**config.mk**
```make
export PLATFORM = sky130hd
export DESIGN_NAME = compute_engine_interface
export DESIGN_NICKNAME = d
export VERILOG_FILES = /design/src/rtl/cei_pkg.sv /design/src/rtl/compute_engine_interface.sv
export VERILOG_INCLUDE_DIRS = /design/src /design/src/rtl
export SDC_FILE = /design/constraint.sdc
export NUM_CORES = 2
export LEC_CHECK = 0
export BUFFER_PORTS_ARGS = -buffer_cell sky130_fd_sc_hd__buf_2
export CAP_MARGIN = 40
export CORE_UTILIZATION = 60
export DETAILED_ROUTE_END_ITERATION = 10
export GPL_ROUTABILITY_DRIVEN = 0
export PLACE_DENSITY = 0.8
export SLEW_MARGIN = 20
export SYNTH_ARGS = -nofsm -noshare
export SYNTH_HDL_FRONTEND = slang
export SYNTH_SLANG_ARGS = --single-unit
```
**constraint.sdc**
```tcl
create_clock -name ref_clk -period 14.75 [get_ports ref_clk]
set_clock_uncertainty 0.05 [all_clocks]
set_input_delay 2.2125 -clock ref_clk [delete_from_list [all_inputs] [get_ports ref_clk]]
set_output_delay 2.2125 -clock ref_clk [all_outputs]
set_load 0.01 [all_outputs]
```
**src/rtl/cei_params.svh**
```systemverilog
// Purpose: constants of the compute engine interface
// Assumes: 50 MHz ref_clk, 32768 Hz time base made by division
// Notes: definitions only
`ifndef CEI_PARAMS_SVH
`define CEI_PARAMS_SVH
`define CLK_HZ 50000000
`define TB_HZ 32768
// time-base period rounds down: 1525 clocks, slightly fast
`define TICK_DIV (`CLK_HZ / `TB_HZ)
`define TICK_W 11
`define FRAME_LAST 4'hC
`define SETTLE_CYC 4'h0
`define ALT_EVERY 4'hF
`define PRESAMP_0 7'h2A
`define PRESAMP_1 7'h32
`define PRESAMP_2 7'h54
`define PRESAMP_3 7'h64
`define SHUNT_SHIFT 3
`define WORD_SUM0 3'h0
`define WORD_SUM1 3'h1
`define WORD_SQ0 3'h2
`define WORD_SQ1 3'h3
`define WORD_STAT 3'h4
`define WORD_HOST0 3'h5
`define WORD_RESET 32'h0000_0000
`define MINUS_ONE 32'hFFFF_FFFF
`endif

```
**src/rtl/cei_pkg.sv**
```systemverilog
// Purpose: types of the compute engine interface
// Assumes: constants come from cei_params.svh
// Notes: state record is registered as one unit
package cei_pkg;
   typedef enum logic [2:0] {
      EQ_TAMPER = 3'b000,
      EQ_THREEWIRE = 3'b001,
      EQ_TWOELEM = 3'b010
   } equ_t;

   typedef struct packed {
      logic [10:0] tickCnt;
      logic [3:0] frameCyc;
      logic [3:0] frameCnt;
      logic [12:0] sampCnt;
      logic [31:0] sum0;
      logic [31:0] sum1;
      logic [31:0] sq0;
      logic [31:0] sq1;
      logic [7:0][31:0] mem;
      logic [7:0] rdData;
      logic sampleStrobe;
      logic accumDone;
      logic altFrame;
      logic chopPol;
      logic sagA;
      logic sagB;
   } cei_state_t;
endpackage

```
**src/rtl/compute_engine_interface.sv**
```systemverilog
// Purpose: engine word store, frame timing and meter-equation sums
// Assumes: all inputs synchronous to ref_clk; samples valid at frame end
// Notes: host side reads bytes big-endian; outputs from flip-flops except programVariant, decoded from meter_equation_select
// Behaviour
// - engine words are 32-bit two's complement
// - most significant byte at lowest byte address
// - chop code 00 chops and inserts alternate frames
// - frame is thirteen ticks, one settling
// - interval holds multiplier times count samples, one sample when count is zero
// - equation 0: VA*IA, VA*IB, IA, IB
// - equation 1: halved VA*(IA-IB), halved VA*IB
// - equation 2: VA*IA, VB*IB, IA, IB
// - variant for 0 differs from 1 and 2
// - sag threshold LSB is full-scale times 7.8798e-6
`timescale 1ns/1ps
`default_nettype none
`include "cei_params.svh"
module compute_engine_interface
   import cei_pkg::*;
(
   input wire logic ref_clk,
   input wire logic rst,
   input wire logic engineEnable,
   input wire logic [2:0] meter_equation_select,
   input wire logic [1:0] presample_multiplier,
   input wire logic [5:0] accumulation_cycle_count,
   input wire logic [1:0] chop_control,
   input wire logic iaShunt,
   input wire logic ibShunt,
   input wire logic signed [11:0] va,
   input wire logic signed [11:0] vb,
   input wire logic signed [11:0] ia,
   input wire logic signed [11:0] ib,
   input wire logic [11:0] sag_threshold,
   input wire logic [4:0] hostAddr,
   input wire logic hostRd,
   input wire logic hostWr,
   input wire logic [7:0] hostWrData,
   output logic [7:0] hostRdData,
   output logic programVariant,
   output logic sampleStrobe,
   output logic accumDone,
   output logic altFrame,
   output logic chopPolarity,
   output logic sagA,
   output logic sagB
);
   cei_state_t q;
   cei_state_t d;
   logic tick;
   logic frameEnd;
   logic signed [14:0] iaG;
   logic signed [14:0] ibG;
   logic signed [31:0] p0;
   logic signed [31:0] p1;
   logic signed [31:0] s0;
   logic signed [31:0] s1;
   logic signed [15:0] iDiff;
   logic [12:0] target;

   // multiplier code to sample multiplier
   function automatic logic [6:0] presampMul(input logic [1:0] code);
      logic [6:0] m;
      m = `PRESAMP_0;
      if (code == 2'h1) begin
         m = `PRESAMP_1;
      end else if (code == 2'h2) begin
         m = `PRESAMP_2;
      end else if (code == 2'h3) begin
         m = `PRESAMP_3;
      end
      return m;
   endfunction

   // byte lane of a word; lane 0 is the most significant byte
   function automatic logic [4:0] laneBase(input logic [1:0] lane);
      return 5'(8 * (3 - int'(lane)));
   endfunction

   // magnitude of a sample, for sag compare
   function automatic logic [11:0] mag(input logic signed [11:0] x);
      return x[11] ? 12'(-x) : 12'(x);
   endfunction

   // current gain: shunt inputs get eight times
   assign iaG = iaShunt ? 15'(ia) <<< `SHUNT_SHIFT : 15'(ia);
   assign ibG = ibShunt ? 15'(ib) <<< `SHUNT_SHIFT : 15'(ib);
   assign iDiff = 16'(iaG) - 16'(ibG);
   // interval length is multiplier times count; a zero count closes every frame
   assign target = 13'(presampMul(presample_multiplier)) * 13'(accumulation_cycle_count);
   // equation 0 runs one program variant, 1 and 2 the other
   assign programVariant = (meter_equation_select != EQ_TAMPER);

   // element mapping per meter equation; unknown codes map like 0
   always_comb begin
      p0 = 32'(va) * 32'(iaG);
      p1 = 32'(va) * 32'(ibG);
      s0 = 32'(iaG);
      s1 = 32'(ibG);
      case (meter_equation_select)
         EQ_THREEWIRE: begin
            p0 = (32'(va) * 32'(iDiff)) >>> 1;
            p1 = (32'(va) * 32'(ibG)) >>> 1;
            s0 = 32'(iDiff);
         end
         EQ_TWOELEM: begin
            p1 = 32'(vb) * 32'(ibG);
         end
         default: begin
            p1 = 32'(va) * 32'(ibG);
         end
      endcase
   end

   // divider rounds down, so ticks run slightly fast; frame and interval counts stay exact
   assign tick = (q.tickCnt == `TICK_W'(`TICK_DIV - 1));
   assign frameEnd = tick && (q.frameCyc == `FRAME_LAST);

   // next state: frame timing, accumulation, host access
   always_comb begin
      d = q;
      d.sampleStrobe = 1'b0;
      d.accumDone = 1'b0;
      // time-base divider and thirteen-tick frame
      if (!engineEnable) begin
         d.tickCnt = '0;
         d.frameCyc = `SETTLE_CYC;
         d.frameCnt = '0;
         d.sampCnt = '0;
         d.sum0 = `WORD_RESET;
         d.sum1 = `WORD_RESET;
         d.sq0 = `WORD_RESET;
         d.sq1 = `WORD_RESET;
         d.altFrame = 1'b0;
      end else if (tick) begin
         d.tickCnt = '0;
         d.frameCyc = frameEnd ? `SETTLE_CYC : q.frameCyc + 4'h1;
      end else begin
         d.tickCnt = q.tickCnt + 11'h001;
      end
      // one sample per frame; sums wrap as two's complement
      if (engineEnable && frameEnd) begin
         d.sampleStrobe = 1'b1;
         d.frameCnt = q.frameCnt + 4'h1;
         // chopping and periodic alternate sequence only for code 00
         d.altFrame = (chop_control == 2'b00) && (q.frameCnt == `ALT_EVERY);
         d.chopPol = (chop_control == 2'b00) ? !q.chopPol : 1'b0;
         // sag threshold compares in the sag LSB scale of the samples
         d.sagA = mag(va) < sag_threshold;
         d.sagB = mag(vb) < sag_threshold;
         d.sum0 = q.sum0 + 32'(p0);
         d.sum1 = q.sum1 + 32'(p1);
         d.sq0 = q.sq0 + 32'(s0 * s0);
         d.sq1 = q.sq1 + 32'(s1 * s1);
         d.sampCnt = q.sampCnt + 13'h0001;
         if (q.sampCnt + 13'h0001 >= target) begin
            // interval closes: publish sums and restart
            d.mem[`WORD_SUM0] = d.sum0;
            d.mem[`WORD_SUM1] = d.sum1;
            d.mem[`WORD_SQ0] = d.sq0;
            d.mem[`WORD_SQ1] = d.sq1;
            d.mem[`WORD_STAT] = q.mem[`WORD_STAT] + 32'h0000_0001;
            d.sum0 = `WORD_RESET;
            d.sum1 = `WORD_RESET;
            d.sq0 = `WORD_RESET;
            d.sq1 = `WORD_RESET;
            d.sampCnt = '0;
            d.accumDone = 1'b1;
         end
      end
      // host byte port, big-endian lanes inside each word
      // a read and a write of one byte in one cycle return the old byte
      if (hostRd) begin
         d.rdData = q.mem[hostAddr[4:2]][laneBase(hostAddr[1:0]) +: 8];
      end
      // result and status words are read-only to the host
      if (hostWr && (hostAddr[4:2] >= `WORD_HOST0)) begin
         d.mem[hostAddr[4:2]][laneBase(hostAddr[1:0]) +: 8] = hostWrData;
      end
   end

   // single state register
   always_ff @(posedge ref_clk or posedge rst) begin
      if (rst) begin
         q <= '0;
      end else begin
         q <= d;
      end
   end

   assign hostRdData = q.rdData;
   assign sampleStrobe = q.sampleStrobe;
   assign accumDone = q.accumDone;
   assign altFrame = q.altFrame;
   assign chopPolarity = q.chopPol;
   assign sagA = q.sagA;
   assign sagB = q.sagB;

   // checks on the design's own behaviour
   frame_cap_a: assert property (
      @(posedge ref_clk) disable iff (rst) q.frameCyc <= `FRAME_LAST)
      else $error("frame cycle beyond thirteen ticks");

   frame_len_a: assert property (
      @(posedge ref_clk) disable iff (rst)
      sampleStrobe |-> $past(q.frameCyc) == `FRAME_LAST && $past(engineEnable))
      else $error("sample strobe not at frame end");

   strobe_gap_a: assert property (
      @(posedge ref_clk) disable iff (rst)
      sampleStrobe |=> !sampleStrobe [*8])
      else $error("sample strobes too close");

   byte_order_a: assert property (
      @(posedge ref_clk) disable iff (rst)
      hostRd && hostAddr[1:0] == 2'b00 && !hostWr && !frameEnd
      |=> hostRdData == q.mem[$past(hostAddr[4:2])][31:24])
      else $error("lane zero is not the top byte");

   low_byte_a: assert property (
      @(posedge ref_clk) disable iff (rst)
      hostRd && hostAddr[1:0] == 2'b11 && !hostWr && !frameEnd
      |=> hostRdData == q.mem[$past(hostAddr[4:2])][7:0])
      else $error("lane three is not the low byte");

   accum_len_a: assert property (
      @(posedge ref_clk) disable iff (rst)
      accumDone |-> $past(q.sampCnt) + 13'h0001 >= $past(target) && q.sampCnt == 13'h0000)
      else $error("interval closed early");

   variant_sel_a: assert property (
      @(posedge ref_clk) disable iff (rst)
      programVariant == (meter_equation_select == EQ_THREEWIRE
         || meter_equation_select == EQ_TWOELEM || meter_equation_select > EQ_TWOELEM))
      else $error("program variant does not follow equation");

   shunt_gain_a: assert property (
      @(posedge ref_clk) disable iff (rst)
      iaShunt |-> iaG == 15'(ia) * 15'sh0008)
      else $error("shunt gain is not eight");

   eq_one_a: assert property (
      @(posedge ref_clk) disable iff (rst)
      meter_equation_select == EQ_THREEWIRE |-> s0 == 32'(iaG) - 32'(ibG))
      else $error("equation 1 current is not difference");

   eq_two_a: assert property (
      @(posedge ref_clk) disable iff (rst)
      meter_equation_select == EQ_TWOELEM |-> p1 == 32'(vb) * 32'(ibG))
      else $error("equation 2 element two not from VB");

   chop_off_a: assert property (
      @(posedge ref_clk) disable iff (rst)
      $past(chop_control) != 2'b00 && sampleStrobe |-> !altFrame && !chopPolarity)
      else $error("chop active with chop code not 00");

   sum_wrap_a: assert property (
      @(posedge ref_clk) disable iff (rst)
      sampleStrobe |-> (accumDone ? q.mem[`WORD_SUM0] : q.sum0) == $past(q.sum0) + $past(p0))
      else $error("sum did not add the product");

   // element mapping, chop sequence, interval pulse and sag flags, valid for any input sequence
   eq_zero_a: assert property (
      @(posedge ref_clk) disable iff (rst)
      meter_equation_select == EQ_TAMPER |-> p0 == 32'(va) * 32'(iaG) && p1 == 32'(va) * 32'(ibG))
      else $error("equation 0 elements not from VA");

   half_elem_a: assert property (
      @(posedge ref_clk) disable iff (rst)
      meter_equation_select == EQ_THREEWIRE |-> s1 == 32'(ibG) && p1 == ((32'(va) * 32'(ibG)) >>> 1))
      else $error("equation 1 element two not halved");

   chop_run_a: assert property (
      @(posedge ref_clk) disable iff (rst)
      sampleStrobe && $past(chop_control) == 2'b00 |-> chopPolarity != $past(chopPolarity))
      else $error("chop polarity did not toggle");

   alt_frame_a: assert property (
      @(posedge ref_clk) disable iff (rst)
      sampleStrobe |-> altFrame == ($past(chop_control) == 2'b00 && $past(q.frameCnt) == `ALT_EVERY))
      else $error("alternate frame out of sequence");

   alt_hold_a: assert property (
      @(posedge ref_clk) disable iff (rst)
      !sampleStrobe && $past(engineEnable) |-> $stable(altFrame))
      else $error("alternate frame changed mid frame");

   accum_pulse_a: assert property (
      @(posedge ref_clk) disable iff (rst)
      accumDone |-> sampleStrobe)
      else $error("interval closed without a sample");

   sag_cmp_a: assert property (
      @(posedge ref_clk) disable iff (rst)
      sampleStrobe |-> sagA == (mag($past(va)) < $past(sag_threshold))
         && sagB == (mag($past(vb)) < $past(sag_threshold)))
      else $error("sag flag does not follow threshold");
endmodule
`default_nettype wire

```
==> results <==
- The flow ran to the end, and the final reports show no timing, DRC or antenna violations.
- The pin slew with the least headroom to its limit is 1030 ps.
- The number of cells traversed by the worst hold path is 2.
- The number of detailed-routing iterations run before antenna repair is 7.
- The effective utilization at floorplan is approximately three fifths.
- The portion of synthesized cell area occupied by the leading cell type is 34.7%.
- For hold timing, the worst endpoint is q[232].
- The via density per instance is just under 6.
- The global-route wire length before repair is 317 mm.
- The area of the core region is 120000 sq um.
- The worst reg2reg path depth is 25.
- For this design, the slowest cell found on the critical path is mux2_2.
- The share of the Yosys chip area taken by registers is 14.8%.
- In the routed design, unresolved DRC markers number 0.
- The floorplan step set the die height to 350 um.
- The clock buffer count from CTS is 46.
- Of the cells placed in the final design, the portion with a size suffix greater than 1 is under 10%.
- Dividing the synthesized area by the synthesized cell count gives around 9.0 sq um.
- The buffers inserted during post-CTS setup optimization is 0.
- The commonest cells after synthesis are 1617 x inv_1, 1257 x fa_1, 1191 x nand2_1.
- In the synthesized netlist, the number of instances is 8077.
- In the final design database the tool counted between 10000 and 15000 nets.
- For the worst-skew pair, the clock arrives at the later sink with an insertion delay of just over 600 ps.
- The number of buffers inserted by hold repair at cts is 0.
- Along the worst path, the maximum fanout reaches 28.
- The share of the clock period used by the worst path after layout is between 90 and 100%.
- The number of nets in the synthesized netlist is 10071.
- The signal arrival time at the worst endpoint is roughly 14000 ps.
- The time the final worst path needs with I/O delays and setup is approximately 14000 ps.
- Summing over every cut layer, the via total after detailed routing is 56630.
- The number of rows created at floorplan is about 130.
- The number of DRC markers after the initial detailed-route iteration is 4759.
- The proportion of register bits with asynchronous set or reset after synthesis is between 90% and 100%.
- The kind of launch point of the worst setup path is a primary input.
- Among all cell types in the netlist, the one instantiated most often is inv_1.
- The number of enable-type register cells in the synthesized netlist is 0.
- between 100 and 150 I/O pins were placed.
- The number of failing hold endpoints at the final stage is 0.
- The die is 350 um wide.
- The area growth from synthesis to layout is 5.35%.
- The tightest hold path in the finished design has a slack of 432 ps.
- The startpoint of the most critical register-to-register path is q[320].
- Setup repair after global routing left no endpoint under its margin.
- Counting along the longest clock path gives a buffer depth of 3.
- After synthesis, the cell types taking the most area are fa_1 35%, dfrtp_1 15%, ha_1 11%.
- In this run, distinct cell masters in the synthesized netlist total between 90 and 100.
- For this run, the leading register cell type out of synthesis is dfrtp_1.
- Summed over all instances, the cell type with the most area after synthesis is fa_1.
- TritonCTS built the clock tree.
- The worst setup slack for register-to-register paths is between 7000 and 8000 ps.
- The count of buffers from port buffering is approximately 110.
- The worst hold path belongs to the class register to register.
- The final layout contains routed wiring with a total length of about 200 mm.
- The worst-case headroom to the max-slew limit is 31.5%.
- The endpoint identified for the worst register-to-register timing path is q[108].
- Derived from the worst setup path, the maximum achievable clock frequency is 73.1 MHz.
- Entering global routing, the biggest net connects between 150 and 200 pins.
- The number of antenna violations at the first check in global routing was 3.
- The category of the worst setup path capture point is a register.
- The number of maximum-capacitance violations is 0.
- The die covers approximately 120000 sq um.
- The number of gates resized after CTS is 0.
- After routing, the total negative slack on setup checks comes to 0 ps.
- The mean routed wirelength per cell is 20.4 um.
- The H-tree level count is 2.
- The tree is rooted in a clkbuf_16.
- Once detailed placement completed, the half-perimeter wirelength came to between 150 and 200 mm.
- The worst hold path begins at q[232].
- The combined global-route utilization of all metal layers is approximately a third.
- The filler-free cell count of the finished design is between 9000 and 10000.
- In this run the cell area of the synthesized design comes to between 70000 and 80000 sq um.
- The number of failing setup endpoints in the final timing report is 0.
- The dominant cell type by count on the critical path is inv_1.
- The detail route stage leaves a number of antenna-violating nets equal to 0.
- The largest stage delay on the critical path is approximately 760 ps.
- The total count of max-transition violations in the final report is 0.
- The synthesized design contains between 400 and 500 register bits.
- The via count of the first global-routing pass is between 50000 and 60000.
- The remaining global-route overflow is 0.
- The number of synthesis warnings is 0.
- The CTS clock-pin slew for the worst setup and hold paths is around 60 ps.
- The number of clock sinks is 430.
- The worst setup path category is primary input to register.
- The number of instances in the placed design is ~9600.
- The worst path required time is roughly 15000 ps.
- At the end of the flow the core is filled with cells to a little under two thirds.
## per-stage QoR
step,setup slack [ps],cell area [sq um]
2_1_floorplan,513,72500
3_3_place_gp,1200,74500
3_5_place_dp,516,74700
4_1_cts,1160,76300
5_1_grt,673,76400
6_report,1080,76400
## worst max-delay path, delay by kind of cell
family / cells / cell delay [ps]
buffers and inverters: 10 / 1880
AOI/OAI and AO/OA: 9 / 2860
and+or+nand+nor: 7 / 1480
xor gates and xnor gates: 1 / 160
adders and majority gates: 10 / 4710
muxes: 1 / 760
## cell families (layout without fill, tap and decap cells)
family                     Yosys count  count (layout)  share of synthesized area, %
adders and majority gates         1901            1901                          45.8
xor gates and xnor gates           388             388                          4.70
muxes                               77              77                          1.19
other                                0               2                             0
and+or+nand+nor                   2125            2125                          13.0
buffers and inverters             1952            1926                          10.1
AOI/OAI and AO/OA                 1204            1204                          10.3
DFF                                430             430                          14.8
## sequential cells by signal (all words and copies together), names as in the netlist
name,cells
q,416
sagA,1
chopPolarity,1
accumDone,1
sampleStrobe,1
altFrame,1
sagB,1
hostRdData,8
## placed cells by master, fill, tap and decap left out, types with 30 or more instances in the layout
cell / n
nor2_1: 303
nor2b_1: 52
xnor2_1: 257
nand2b_1: 50
fa_1: 1257
buf_2: 112
inv_1: 1615
a21oi_1: 241
mux2_2: 41
buf_4: 89
o21bai_1: 30
o21ai_0: 455
and2_1: 250
ha_1: 644
mux2i_1: 32
nand2_1: 1189
o22ai_1: 30
dfrtp_1: 430
a22oi_1: 45
a21o_1: 115
o21a_1: 39
xor2_1: 130
a31oi_1: 32
clkbuf_16: 47
a22o_1: 30
nor3_1: 49
nand3_1: 92
## how the worst max path moves through the flow
stage	startpoint	endpoint	cells past startpoint
2_1_floorplan	rst	accumDone	1
3_3_place_gp	ibShunt	q[332]	38
3_5_place_dp	ibShunt	q[108]	38
4_1_cts	ibShunt	q[108]	38
5_1_grt	ibShunt	q[332]	39
6_report	ibShunt	q[108]	38
## routing by layer
layer  share of wire [%]  track usage (%)  wire (um)  up-vias
met5               0.015                0         29        -
met4                 6.5             18.4      12800        6
met3                 9.4             7.12      18700      735
met2                  47             53.7      92400     2648
met1                  37             41.7      73600    28228
li1                    -                -          -    25013
## cell type report
type / count / area [sq um]
Timing Repair Buffer: 211 / 1430
Multi-Input combinational cell: 5695 / 54500
Fill cell: 9645 / 43600
Antenna cell: 2 / 5.00
Clock buffer: 57 / 1280
Inverter: 1631 / 6130
Tap cell: 1612 / 2020
Sequential cell: 430 / 10800
Clock inverter: 27 / 334
Power is left out: the tool's default activity adds up to more than one toggle a clock period on the data nets, which glitch-free logic cannot reach.
